--- config.mk ---
export PLATFORM = sky130hd
export DESIGN_NAME = vic_top
export DESIGN_NICKNAME = d
export VERILOG_FILES = /design/src/verilog/vic_pkg.sv /design/src/verilog/vic_path_if.sv /design/src/verilog/vic_top.sv /design/src/verilog/vic_irq_path.sv
export VERILOG_INCLUDE_DIRS = /design/src /design/src/verilog
export SDC_FILE = /design/constraint.sdc
export NUM_CORES = 1
export LEC_CHECK = 0
export ABC_AREA = 1
export BUFFER_PORTS_ARGS = -buffer_cell sky130_fd_sc_hd__buf_2
export CAP_MARGIN = 20
export CORE_ASPECT_RATIO = 1.25
export CORE_MARGIN = 4
export CORE_UTILIZATION = 30
export DETAILED_ROUTE_END_ITERATION = 12
export SLEW_MARGIN = 20
export SYNTH_ARGS = -nofsm -noshare
export SYNTH_HDL_FRONTEND = slang
export SYNTH_HIERARCHICAL = 1
export SYNTH_SLANG_ARGS = --single-unit
--- constraint.sdc ---
create_clock -name clock_i -period 3.3 [get_ports clock_i]
set_input_delay 0.495 -clock clock_i [delete_from_list [all_inputs] [get_ports clock_i]]
set_output_delay 0.495 -clock clock_i [all_outputs]
set_load 0.02 [all_outputs]
--- src/verilog/vic_defines.svh ---
// constants of the vectored interrupt controller register block
// assumes inclusion by bare name from the package and the top module
//
// Behaviour
// RULE1 - low 32 normal sources have enable bits
// RULE2 - upper 8 enables in bits 7:0
// RULE3 - mask bit one blocks; resets unmasked
// RULE4 - normal force bits follow input polarity
// RULE5 - all force bits reset inactive
// RULE6 - raw status reads live source levels
// RULE7 - status shows active-or-forced and enabled
// RULE8 - mask status adds the unmasked condition
// RULE9 - final status after priority filtering
// RULE10 - two fast enables, reset zero
// RULE11 - fast mask exists only with fast path
// RULE12 - fast force bits follow input polarity
// RULE13 - fast raw status reads live inputs
// RULE14 - fast status is forced-or-active and enabled
// RULE15 - fast final status after masking only
// RULE16 - 4-bit threshold, pass priority at or above
// RULE17 - per-source 4-bit priority at word stride
// RULE18 - priority resets n, n-16, n-32
// RULE19 - read-only version and type identity words
// RULE20 - master uses full 32-bit word accesses
// RULE21 - interrupt path purely combinational, reads live
// RULE22 - priority zero is the lowest level
// RULE23 - one normal and one fast output
// RULE24 - reserved and unmapped read zero, ignore writes
// RULE25 - outputs assert on any final bit
`ifndef VIC_DEFINES_SVH
`define VIC_DEFINES_SVH

`define VIC_NUM_NORMAL        40
`define VIC_NUM_FAST          2
`define VIC_ADDR_W            10

`define VIC_OFF_EN_LO         10'h000
`define VIC_OFF_EN_HI         10'h004
`define VIC_OFF_MASK_LO       10'h008
`define VIC_OFF_MASK_HI       10'h00c
`define VIC_OFF_FORCE_LO      10'h010
`define VIC_OFF_FORCE_HI      10'h014
`define VIC_OFF_RAW_LO        10'h018
`define VIC_OFF_RAW_HI        10'h01c
`define VIC_OFF_ENABLED_LO    10'h020
`define VIC_OFF_ENABLED_HI    10'h024
`define VIC_OFF_UNMASKED_LO   10'h028
`define VIC_OFF_UNMASKED_HI   10'h02c
`define VIC_OFF_FILTERED_LO   10'h030
`define VIC_OFF_FILTERED_HI   10'h034
`define VIC_OFF_FAST_EN       10'h0c0
`define VIC_OFF_FAST_MASK     10'h0c4
`define VIC_OFF_FAST_FORCE    10'h0c8
`define VIC_OFF_FAST_RAW      10'h0cc
`define VIC_OFF_FAST_ENABLED  10'h0d0
`define VIC_OFF_FAST_FILTERED 10'h0d4
`define VIC_OFF_THRESHOLD     10'h0d8
`define VIC_OFF_PRIO_BASE     10'h0e8
`define VIC_OFF_VERSION       10'h3f8
`define VIC_OFF_TYPE          10'h3fc

`define VIC_RST_ZERO32        32'h0000_0000
`define VIC_RST_THRESHOLD     4'h0
`define VIC_PRIO_GROUP        16

`endif

--- src/verilog/vic_pkg.sv ---
// types shared by the interrupt controller modules
// assumes vic_defines.svh is on the include path
package vic_pkg;
`include "vic_defines.svh"

	typedef logic [`VIC_NUM_NORMAL-1:0]        vic_normal_t;
	typedef logic [`VIC_NUM_FAST-1:0]          vic_fast_t;
	typedef logic [3:0]                        vic_level_t;
	typedef logic [`VIC_NUM_NORMAL-1:0][3:0]   vic_prio_t;
	typedef logic [`VIC_ADDR_W-1:0]            vic_addr_t;

endpackage

--- src/verilog/vic_path_if.sv ---
// settings and stage results between register file and interrupt path
// assumes vic_pkg compiled first
interface vic_path_if;
	import vic_pkg::*;

	vic_normal_t src;
	vic_normal_t enable;
	vic_normal_t mask;
	vic_normal_t force_bits;
	vic_prio_t   prio;
	vic_level_t  threshold;
	vic_fast_t   fast_src;
	vic_fast_t   fast_enable;
	vic_fast_t   fast_mask;
	vic_fast_t   fast_force;
	vic_normal_t raw;
	vic_normal_t enabled;
	vic_normal_t unmasked;
	vic_normal_t filtered;
	vic_fast_t   fast_raw;
	vic_fast_t   fast_enabled;
	vic_fast_t   fast_filtered;

	modport regs (
		output src, enable, mask, force_bits, prio, threshold,
		output fast_src, fast_enable, fast_mask, fast_force,
		input  raw, enabled, unmasked, filtered,
		input  fast_raw, fast_enabled, fast_filtered
	);
	modport path (
		input  src, enable, mask, force_bits, prio, threshold,
		input  fast_src, fast_enable, fast_mask, fast_force,
		output raw, enabled, unmasked, filtered,
		output fast_raw, fast_enabled, fast_filtered
	);
endinterface

--- src/verilog/vic_top.sv ---
// interrupt controller register block with ahb-lite slave port
// assumes one clock; sources are level and held until serviced
`include "vic_defines.svh"
module vic_top
	import vic_pkg::*;
#(
	parameter vic_normal_t NORMAL_ACTIVE_HIGH       = '1,
	parameter vic_fast_t   FAST_ACTIVE_HIGH         = '1,
	parameter bit          FAST_PATH_PRESENT_PARAM  = 1'b1,
	// identity values are arbitrary
	parameter logic [31:0] VERSION_ID               = 32'h0000_0101,
	parameter logic [31:0] TYPE_ID                  = 32'h0000_0202
)
(
	input  wire logic        clock_i,
	input  wire logic        rst_n_i,
	input  wire logic        hsel_i,
	input  wire logic [31:0] haddr_i,
	input  wire logic [1:0]  htrans_i,
	input  wire logic        hwrite_i,
	input  wire logic [2:0]  hsize_i,
	input  wire logic [31:0] hwdata_i,
	input  wire logic        hready_i,
	output logic      [31:0] hrdata_o,
	output logic             hreadyout_o,
	output logic      [1:0]  hresp_o,
	input  wire logic [39:0] normal_src_i,
	input  wire logic [1:0]  fast_src_i,
	output logic             normal_irq_o,
	output logic             fast_irq_o
);
	// ==========================================================
	// bus address phase capture
	// ==========================================================
	logic      sel_q;
	logic      wr_q;
	vic_addr_t addr_q;
	logic      take_req;

	// transfer size not checked; word accesses assumed // RULE20
	assign take_req = hsel_i & htrans_i[1] & hready_i;

	always_ff @(posedge clock_i or negedge rst_n_i)
	begin
		if (!rst_n_i)
		begin
			sel_q  <= 1'b0;
			wr_q   <= 1'b0;
			addr_q <= '0;
		end
		else if (hready_i)
		begin
			sel_q  <= take_req;
			wr_q   <= take_req & hwrite_i;
			addr_q <= haddr_i[`VIC_ADDR_W-1:0];
		end
	end

	// no wait states, no errors
	assign hreadyout_o = 1'b1;
	assign hresp_o     = 2'b00;

	// ==========================================================
	// address decoding
	// ==========================================================
	function automatic logic prio_hit(input vic_addr_t a);
		prio_hit = (a >= `VIC_OFF_PRIO_BASE) && (a[1:0] == 2'b00)
			&& (a < (`VIC_OFF_PRIO_BASE + 10'(`VIC_NUM_NORMAL * 4)));
	endfunction

	function automatic logic [5:0] prio_index(input vic_addr_t a);
		vic_addr_t d;
		d = a - `VIC_OFF_PRIO_BASE;
		prio_index = d[7:2];
	endfunction

	function automatic vic_level_t prio_reset(input int n);
		prio_reset = 4'(n % `VIC_PRIO_GROUP); // RULE18
	endfunction

	logic       wr_phase;
	logic       prio_wr_hit;
	logic [5:0] prio_wr_idx;

	assign wr_phase    = sel_q & wr_q;
	assign prio_wr_hit = wr_phase & prio_hit(addr_q);
	assign prio_wr_idx = prio_index(addr_q);

	// ==========================================================
	// writable registers
	// ==========================================================
	logic [31:0] en_lo_q;
	logic [7:0]  en_hi_q;
	logic [31:0] mask_lo_q;
	logic [7:0]  mask_hi_q;
	logic [31:0] force_lo_q;
	logic [7:0]  force_hi_q;
	vic_fast_t   fast_en_q;
	vic_fast_t   fast_mask_q;
	vic_fast_t   fast_force_q;
	vic_level_t  threshold_q;
	vic_prio_t   prio_q;

	// force bits reset to the inactive level of each input // RULE5
	localparam vic_normal_t FORCE_RST      = ~NORMAL_ACTIVE_HIGH;
	localparam vic_fast_t   FAST_FORCE_RST = ~FAST_ACTIVE_HIGH;

	always_ff @(posedge clock_i or negedge rst_n_i)
	begin
		if (!rst_n_i)
		begin
			en_lo_q      <= `VIC_RST_ZERO32;   // RULE1
			en_hi_q      <= 8'h00;             // RULE2
			mask_lo_q    <= `VIC_RST_ZERO32;   // RULE3
			mask_hi_q    <= 8'h00;
			force_lo_q   <= FORCE_RST[31:0];   // RULE5
			force_hi_q   <= FORCE_RST[39:32];
			fast_en_q    <= 2'h0;              // RULE10
			fast_mask_q  <= 2'h0;
			fast_force_q <= FAST_FORCE_RST;
			threshold_q  <= `VIC_RST_THRESHOLD; // RULE16
		end
		else if (wr_phase)
		begin
			// reserved bits dropped, read-only targets ignored // RULE24
			case (addr_q)
				`VIC_OFF_EN_LO:      en_lo_q      <= hwdata_i;       // RULE1
				`VIC_OFF_EN_HI:      en_hi_q      <= hwdata_i[7:0];  // RULE2
				`VIC_OFF_MASK_LO:    mask_lo_q    <= hwdata_i;       // RULE3
				`VIC_OFF_MASK_HI:    mask_hi_q    <= hwdata_i[7:0];
				`VIC_OFF_FORCE_LO:   force_lo_q   <= hwdata_i;       // RULE4
				`VIC_OFF_FORCE_HI:   force_hi_q   <= hwdata_i[7:0];
				`VIC_OFF_FAST_EN:    fast_en_q    <= hwdata_i[1:0];  // RULE10
				`VIC_OFF_FAST_MASK:  fast_mask_q  <= FAST_PATH_PRESENT_PARAM
					? hwdata_i[1:0] : 2'h0;                          // RULE11
				`VIC_OFF_FAST_FORCE: fast_force_q <= hwdata_i[1:0];  // RULE12
				`VIC_OFF_THRESHOLD:  threshold_q  <= hwdata_i[3:0];  // RULE16
				default:             ;
			endcase
		end
	end

	genvar g;
	generate
		for (g = 0; g < `VIC_NUM_NORMAL; g++)
		begin : g_prio
			always_ff @(posedge clock_i or negedge rst_n_i)
			begin
				if (!rst_n_i)
					prio_q[g] <= prio_reset(g); // RULE18
				else if (prio_wr_hit && (prio_wr_idx == 6'(g)))
					prio_q[g] <= hwdata_i[3:0]; // RULE17
			end
		end
	endgenerate

	// ==========================================================
	// interrupt path
	// ==========================================================
	vic_path_if path_if ();

	assign path_if.src         = normal_src_i;
	assign path_if.enable      = {en_hi_q, en_lo_q};
	assign path_if.mask        = {mask_hi_q, mask_lo_q};
	assign path_if.force_bits  = {force_hi_q, force_lo_q};
	assign path_if.prio        = prio_q;
	assign path_if.threshold   = threshold_q;
	assign path_if.fast_src    = fast_src_i;
	assign path_if.fast_enable = fast_en_q;
	assign path_if.fast_mask   = fast_mask_q;
	assign path_if.fast_force  = fast_force_q;

	vic_irq_path #(
		.NORMAL_ACTIVE_HIGH (NORMAL_ACTIVE_HIGH),
		.FAST_ACTIVE_HIGH   (FAST_ACTIVE_HIGH)
	) u_path (
		.p (path_if.path)
	);

	// no flops between sources and outputs // RULE21
	assign normal_irq_o = |path_if.filtered;     // RULE23 RULE25
	assign fast_irq_o   = |path_if.fast_filtered; // RULE23 RULE25

	// ==========================================================
	// read data, live from the combinational stages
	// ==========================================================
	logic [31:0] rd_reg;
	logic [31:0] rd_prio;

	assign rd_prio = {28'h0000000, prio_q[prio_wr_idx]};

	always_comb
	begin
		rd_reg = 32'h0000_0000;
		case (addr_q)
			`VIC_OFF_EN_LO:         rd_reg = en_lo_q;
			`VIC_OFF_EN_HI:         rd_reg = {24'h000000, en_hi_q};
			`VIC_OFF_MASK_LO:       rd_reg = mask_lo_q;
			`VIC_OFF_MASK_HI:       rd_reg = {24'h000000, mask_hi_q};
			`VIC_OFF_FORCE_LO:      rd_reg = force_lo_q;
			`VIC_OFF_FORCE_HI:      rd_reg = {24'h000000, force_hi_q};
			`VIC_OFF_RAW_LO:        rd_reg = path_if.raw[31:0];                     // RULE6
			`VIC_OFF_RAW_HI:        rd_reg = {24'h000000, path_if.raw[39:32]};      // RULE6
			`VIC_OFF_ENABLED_LO:    rd_reg = path_if.enabled[31:0];                 // RULE7
			`VIC_OFF_ENABLED_HI:    rd_reg = {24'h000000, path_if.enabled[39:32]};  // RULE7
			`VIC_OFF_UNMASKED_LO:   rd_reg = path_if.unmasked[31:0];                // RULE8
			`VIC_OFF_UNMASKED_HI:   rd_reg = {24'h000000, path_if.unmasked[39:32]}; // RULE8
			`VIC_OFF_FILTERED_LO:   rd_reg = path_if.filtered[31:0];                // RULE9
			`VIC_OFF_FILTERED_HI:   rd_reg = {24'h000000, path_if.filtered[39:32]}; // RULE9
			`VIC_OFF_FAST_EN:       rd_reg = {30'h00000000, fast_en_q};
			`VIC_OFF_FAST_MASK:     rd_reg = {30'h00000000, fast_mask_q};           // RULE11
			`VIC_OFF_FAST_FORCE:    rd_reg = {30'h00000000, fast_force_q};
			`VIC_OFF_FAST_RAW:      rd_reg = {30'h00000000, path_if.fast_raw};      // RULE13
			`VIC_OFF_FAST_ENABLED:  rd_reg = {30'h00000000, path_if.fast_enabled};  // RULE14
			`VIC_OFF_FAST_FILTERED: rd_reg = {30'h00000000, path_if.fast_filtered}; // RULE15
			`VIC_OFF_THRESHOLD:     rd_reg = {28'h0000000, threshold_q};
			`VIC_OFF_VERSION:       rd_reg = VERSION_ID; // RULE19
			`VIC_OFF_TYPE:          rd_reg = TYPE_ID;    // RULE19
			default:                rd_reg = prio_hit(addr_q) ? rd_prio : 32'h0000_0000; // RULE24
		endcase
	end

	// read data valid in the data phase of a selected read
	assign hrdata_o = (sel_q && !wr_q) ? rd_reg : 32'h0000_0000;

endmodule // vic_top

--- src/verilog/vic_irq_path.sv ---
// combinational forcing, enabling, masking and priority filter stages
// assumes settings come from the register file through vic_path_if
`include "vic_defines.svh"
module vic_irq_path
	import vic_pkg::*;
#(
	parameter vic_normal_t NORMAL_ACTIVE_HIGH = '1,
	parameter vic_fast_t   FAST_ACTIVE_HIGH   = '1
)
(
	vic_path_if.path p
);
	// ==========================================================
	// normal sources
	// ==========================================================
	vic_normal_t forced;
	vic_normal_t prio_ok;

	// polarity-adjusted view of inputs and force bits
	assign p.raw      = ~(p.src ^ NORMAL_ACTIVE_HIGH);        // RULE6 RULE21
	assign forced     = ~(p.force_bits ^ NORMAL_ACTIVE_HIGH); // RULE4
	assign p.enabled  = (p.raw | forced) & p.enable;          // RULE7 RULE1 RULE2
	assign p.unmasked = p.enabled & ~p.mask;                  // RULE8 RULE3

	genvar n;
	generate
		for (n = 0; n < `VIC_NUM_NORMAL; n++)
		begin : g_filter
			// unsigned compare, level zero lowest
			assign prio_ok[n] = (p.prio[n] >= p.threshold); // RULE16 RULE22
		end
	endgenerate

	assign p.filtered = p.unmasked & prio_ok; // RULE9

	// ==========================================================
	// fast sources
	// ==========================================================
	vic_fast_t fast_forced;

	assign p.fast_raw      = ~(p.fast_src ^ FAST_ACTIVE_HIGH);          // RULE13
	assign fast_forced     = ~(p.fast_force ^ FAST_ACTIVE_HIGH);        // RULE12
	assign p.fast_enabled  = (p.fast_raw | fast_forced) & p.fast_enable; // RULE14 RULE10
	assign p.fast_filtered = p.fast_enabled & ~p.fast_mask;            // RULE15 RULE11

endmodule // vic_irq_path

# --- Yosys cells after proc, flatten, opt, wreduce, memory -nomap -nowiden ---
# Index checks and enable logic that the tools add are counted.
totals:
  reg_bits: 302
  latchBits: 0
  ramBits: 0
  mem_bits_ro: 0
  out_inout_bits: 37
  word_cells: 244
  n_memories: 0
op_classes:
  addsub: 1
  n_mul: 0
  n_div: 0
  magnitude_cmp: 43
  n_eq_ne: 61
  n_shift: 0
  muxes: 5
  n_bitwise: 22
  reduce_logical: 59
ops:
  columns: ["operator", "n"]
  rows:
  - ["case mux 32 bit (23 select lines)", 1]
  - ["NOT 40 bit", 5]
  - ["greater-or-equal comparator 4 bit", 40]
  - ["bitwise AND 40 bit", 3]
  - ["equality test 6 x 5 -> 1 bit (second input constant)", 16]
  - ["equality test 10 x 8 -> 1 bit (second input constant)", 7]
  - ["equality test 10 x 6 -> 1 bit (second input constant)", 6]
  - ["equality test 6 x 4 -> 1 bit (second input constant)", 8]
  - ["equality test 6 bit (second input constant)", 8]
  - ["logical AND 1 bit", 43]
  - ["equality test 10 x 5 -> 1 bit (second input constant)", 4]
  - ["OR 40 bit", 1]
  - ["OR reduction 40 bit", 1]
  - ["two-way mux 32 bit", 1]
  - ["binary-select mux 4 bit (select 6 bit)", 1]
  - ["equality test 6 x 3 -> 1 bit (second input constant)", 4]
  - ["equality test 10 bit (second input constant)", 2]
  - ["equality test 10 x 4 -> 1 bit (second input constant)", 2]
  - ["AND reduction 2 bit", 10]
  - ["equality test 6 x 2 -> 1 bit (second input constant)", 2]
  - ["equality test 10 x 3 -> 1 bit (second input constant)", 1]
  - ["greater-or-equal comparator 10 x 8 -> 1 bit (second input constant)", 1]
  - ["zero test 10 bit", 1]
  - ["less-than comparator 10 x 9 -> 1 bit (second input constant)", 1]
  - ["12 further kinds", 22]

# --- Logic depth before layout (Yosys ltp) ---
depth:
  ltp_word: 8
  depth_mapped: 17

# --- By module ---
# The synthesis kept the hierarchy.
modules_own_cells:
  columns: ["mod", "n_inst", "cells_per_inst", "area_per_inst_um2", "seq_area_each_um2"]
  rows:
  - ["vic_top", 1, 2181, 15787.6, 7652.3]
  - ["vic_irq_path", 1, 895, 5729.2, 0.0]

# --- Worst setup path before layout ---
# Ideal clock, no wire load.
synth_path:
  kind: "reg-to-output"
  startpoint: "register threshold_q[3], in the netlist path_if.threshold[3]"
  endpoint: "output port normal_irq_o"
  arrival_ns: 2.394
  t_required_ns: 2.805
  path_slack_ns: 0.411
  path_stages_with_launch: 11
  path_cell_list: "dfrtp_1 -> inv_1 -> ha_1 -> a21oi_1 -> nand3_1 -> nand2_1 -> inv_1 -> nor4_1 -> nand4_1 -> nor2_1 -> nand3_1"
synth_between:
  elab_chain_cells: 3
synth_lines:
  columns: ["item", "line", "text"]
  rows:
  - ["start: declaration", "vic_top.sv:101", "vic_level_t threshold_q;"]
  - ["start signal: assignment", "vic_top.sv:121", "threshold_q <= `VIC_RST_THRESHOLD;"]
  - ["start signal: assignment", "vic_top.sv:137", "`VIC_OFF_THRESHOLD: threshold_q <= hwdata_i[3:0];"]
  - ["greater-or-equal comparator 4 bit", "vic_irq_path.sv:30", "assign prio_ok[n] = (p.prio[n] >= p.threshold);"]
  - ["bitwise AND 40 bit", "vic_irq_path.sv:34", "assign p.filtered = p.unmasked & prio_ok;"]
  - ["named net path_if.filtered[19]", "vic_path_if.sv:19", "vic_normal_t filtered;"]
  - ["OR reduction 40 bit", "vic_top.sv:181", "assign normal_irq_o = |path_if.filtered;"]
  - ["end: declaration", "vic_top.sv:29", "output logic normal_irq_o,"]
# The timed path passes the listed nets, and every way through them passes these cells.

# --- Final worst setup path ---
layout_path:
  startpoint: "register threshold_q[1], in the netlist path_if.threshold[1]"
  endpoint: "output port normal_irq_o"
# The elaborated chain is that of the path after synthesis.

==> results.md <==
- The count of flip-flops with a built-in enable after synthesis is 0.
- The run finished, with violations left.
- Summing the areas of all xor and xnor instances in the mapped netlist gives 0.1628% of the synthesized area.
- The average cell area after synthesis is 6.995 um2.
- Sorting the synthesized cells by area gives the leading types as dfrtp_1, nand2_1, ha_1.
- The post-route cell area is 27,390 um2.
- The wire length of the first global-routing pass is 116,600 um.
- The final weighted congestion in routability-driven placement is 0.9269.
- The upper clock frequency limit is 282.5 MHz.
- The synthesis-to-finish area growth is 27.28%.
- In this run the standard cell core region covers 70,920 um2.
- Counting every sink on the clock net gives 302.
- The max-capacitance violation count is 0.
- The library cell with the highest instance count after synthesis is nand2_1.
- The minimum setup slack in the final design is -0.2399 ns.
- The worst hold path belongs to the class in2reg.
- The via count of the first global-routing pass came to roughly 20,000.
- After detailed routing, the average wire length per cell comes to between 15 and 20 um.
- The synthesized netlist contains ~40 unique library cells.
- The minimum clock period is 3.540 ns.
- In this run the static leakage power is 14.04 nW.
- Hold is met by 0.1669 ns.
- STA classifies the critical path startpoint as a flip-flop.
- Port buffering added around 120 buffers.
- The compound-cell area share of the yosys netlist is 9.810%.
- The async set or reset register ratio after synthesis is 100.0%.
- The maximum count of clock buffers along a single path is 3.
- After synthesis, flip-flops and latches occupy between 30% and 40% of the total area.
- The cell row count is 109.
- CTS placed an instance of clkbuf_16 at the clock tree root.
- Setup violations remaining at the end of the flow were counted as 12.
- In this run the cell area measured after placement is 23,560 um2.
- The clock network fraction of design power is 42.5%.
- The H-tree level count is 2.
- The share of Yosys cell area claimed by the top area cell type is 26.28%.
- The global-route met2 utilization is 35.54%.
- The internal portion of the total power is 6.280 mW.
- Traced cell by cell, the critical path runs through inv_4 > buf_12 > buf_12 > buf_6 > ha_1 > nand2_1 > nand2_1 > nand2_2 > nand3_2 > nand2_2 > inv_2 > nor4_4 > nand4_1 > buf_6 > nor2_4 > nand3_4 > buf_6.
- The slowest stage of the critical path belongs to the cell dfrtp_1.
- The most used flip-flop cell after synthesis is dfrtp_1.
- The arrival time at the worst endpoint is 3.04 ns.
- The endpoint kind of the worst setup timing path is an output port.
- The number of antenna violations at the first check in global routing was 0.
- The number of remaining DRC errors is 0.
- Summed over all nets, the switching power comes to 2.530 mW.
- The kind of cell adding the most delay to the critical path is simple AND/OR/NAND/NOR gates.
- The global routing met1 resource utilization is between 20% and 30%.
- The clock latency on the worst-skew pair is 0.54 ns.
- Sorting the synthesized cells by how often they occur yields nand2_1, o21ai_0, inv_1.
- The total routed wirelength is 76,650 um.
- The worst-margin pin slew is around 0.73 ns.
- From left edge to right edge, the die measures 247.5 um.
- The max-slew violation total from the final report came to 0.
- The cell repeated most along the worst path is buf_6.
- The peak-usage layer in the global routing report is met2.
- The detail route stage leaves a number of antenna-violating nets equal to 0.
- The count of endpoints failing hold in the final timing report is 0.
- The cell area after synthesis is about 22,000 um2.
- The worst-path maximum fanout is 6.
- After clock tree synthesis, the clock-pin slew on the worst setup and hold paths is 0.07 ns.
- For this run the aggregate overflow at the end of global routing stands at 0.
- Setup repair after global routing could not meet its margin everywhere.
- Net switching is between 20 and 30% of the power.
- Between clock sinks in the finished design, the worst skew comes to 0.01978 ns.
- Of all cell types, the one taking the most synthesized area is dfrtp_1.
- The global-route track usage on met3 is 2.290%.
- Synthesis inferred around 300 register bits.
- The effective utilization at floorplan is 30.34%.
- The floorplan step defined a die boundary enclosing between 70,000 and 80,000 um2.
- The number of warning messages in the yosys log is 6.
- The hold path depth is 3.
- The filler cell count in the final layout is roughly 7,400.
- The critical setup path kind is reg2out.
- By area, the combinational part of the netlist is dominated by simple AND/OR/NAND/NOR gates.
- The count of mapped cells out of synthesis is a little over 3,000.
- The proportion of layout cells with a drive suffix above 1 is 24.98%.
- The part of the cycle the worst path needs is 107.3%.
- Dividing the detail-routed via count by the number of cells gives 4.913.
- Summed over all nets, the half-perimeter wirelength after detailed placement is 50,910 um.
- Entering global routing, the biggest net connects between 60 and 70 pins.
- The delay of the slowest critical-path stage is 0.39 ns.
- The synthesized netlist devotes 9.420% of its cell area to adder and majority cells.
- The relative slew slack is 51.28%.
- The part of the power in registers is 43.3%.
- The net count of the finished layout is 3,545.
- The number of cells on the worst reg-to-reg path is 13.
- The top-level port count is 153.
- The number of violations reported at the end of detailed-routing iteration 0 is 1,463.
- Data on the critical path is required at its endpoint by ~2.8 ns.
- Before antenna repair, the detailed router went through 6 iterations.
- The path length in cells of the critical path is 17.
- The basic-gate share of the synthesized area counting and, or, nand and nor cells is 35.26%.
- The worst ir drop on vdd is 0.3798 mV.
- Per report_power, the combinational group accounts for 14.2% of the total.
- The overall via count from detail_route is about 21,000.
- The total global routing track utilization is between 10% and 20%.
- The power per standard cell area is between 300 and 400 nW/um2.
- TritonCTS built the clock tree.
- The critical path contains buffers and inverters numbering 7 combined.
- Clock tree synthesis inserted a total of 34 buffers.
- The vertical die dimension is a little over 300 um.
- The fraction of synthesized area in multiplexers is 0%.
- The final reports fail on setup timing.
[path summary, 6_finish.rpt]
| kind | startpoint | endpoint | slack (ns) |
|---|---|---|---|
| setup / recovery | path_if.threshold[1] | normal_irq_o | -0.24 |
| hold / removal | haddr_i[0] | addr_q[0] | 0.17 |
| setup reg to reg | addr_q[4] | path_if.prio[78] | 0.75 |
| hold reg to reg | path_if.prio[108] | path_if.prio[108] | 0.50 |
| max in group asynchronous | rst_n_i | path_if.prio[73] | 1.88 |
| min in group asynchronous | rst_n_i | en_hi_q[1] | 0.52 |
[sequential cells by signal (all words and copies together), names as in the netlist]
| signal | flops |
|---|---|
| fast_force_q | 2 |
| path_if.threshold | 4 |
| mask_lo_q | 32 |
| fast_mask_q | 2 |
| addr_q | 10 |
| en_hi_q | 8 |
| mask_hi_q | 8 |
| sel_q | 1 |
| en_lo_q | 32 |
| force_lo_q | 32 |
| force_hi_q | 8 |
| path_if.prio | 160 |
| wr_q | 1 |
| fast_en_q | 2 |
[power by group through the flow]
stage                     Clock (mW)  Combinational [mW]  Sequential [mW]
after floorplan                    0               0.586             3.86
after global placement             0                1.05             3.88
after detailed placement           0                1.05             3.88
after CTS                       3.81                1.15             3.82
after global routing            3.94                1.35             3.82
final                           3.74                1.25             3.82
[per-stage QoR]
step	total power, mW	TNS, ns	util, %	cells	setup slack [ns]
finish	8.810	-0.6523	38.62	4235	-0.2399
global route	9.112	-3.614	38.61	4234	-0.3561
CTS	8.784	-0.7597	36.77	4199	-0.2226
detailed placement	4.930	0	33.22	4092	0.04911
global placement	4.925	0	33.22	4092	0.09247
floorplan	4.446	0	-	3077	0.4108
[cell type report]
type	count	area (um2)	share of cell area [%]
antenna	1	2.502	0.009137
clock buffer	51	985.9	3.600
clock inverter	9	73.82	0.2696
inverter	349	1333	4.866
multi-input combinational	2283	13270	48.44
sequential	302	7660	27.97
tap	943	1180	4.308
timing repair buffer	297	2885	10.54
[kinds of logic after synthesis]
kind of cell	Yosys count
buffers and inverters	492
flip-flops	302
AO/OA/AOI/OAI	406
other	2
XOR/XNOR	4
AND/OR/NAND/NOR	1708
adder cells (fa/ha/maj)	162
[layout by cell type (no fill, tap or decap), types with 6 or more instances in the layout]
cell type  count
nand4_1       80
nand2_1     1046
a21oi_1       25
dfstp_2       76
nor2_4        32
a21oi_4        7
nand3_1       74
nand2_2       44
buf_6         32
inv_1        278
clkbuf_16     38
clkbuf_1      11
nor3_4        40
nand3_2       31
o21ai_0      308
nor2_1       257
ha_4          49
o21ai_1       10
inv_2         64
a21oi_2       26
a22oi_1       13
buf_2         92
buf_12        43
nand3_4        9
buf_4        116
dfrtp_2        6
dfrtp_1      220
nor2_2        63
ha_1         113
[layer usage]
metal,wire length [um],part of all wire [%]
met2,38710,51
met3,3935,5.1
met4,3453,4.5
met5,0,0
met1,30550,40
[worst register-to-register path, stage by stage, from the launching register on]
cell	delay (ns)
dfrtp_2	0.45
inv_4	0.11
buf_4	0.12
ha_1	0.13
nand2_1	0.05
nand3_1	0.06
nand3_1	0.08
nand2_1	0.06
nand4_1	0.16
nor2_4	0.12
buf_4	0.44
nand2_1	0.39
nand2_1	0.13
o21ai_0	0.10
[repair_timing]
item,in CTS,in global routing
endpoints found under the setup margin,33,33
pin swaps,31,69
gates cloned,9,4
hold buffers,1,0
setup buffers,37,34
endpoints found under the hold margin,59,0
gates resized for setup,144,225
Note: power is estimated with default switching activity, not from simulation.
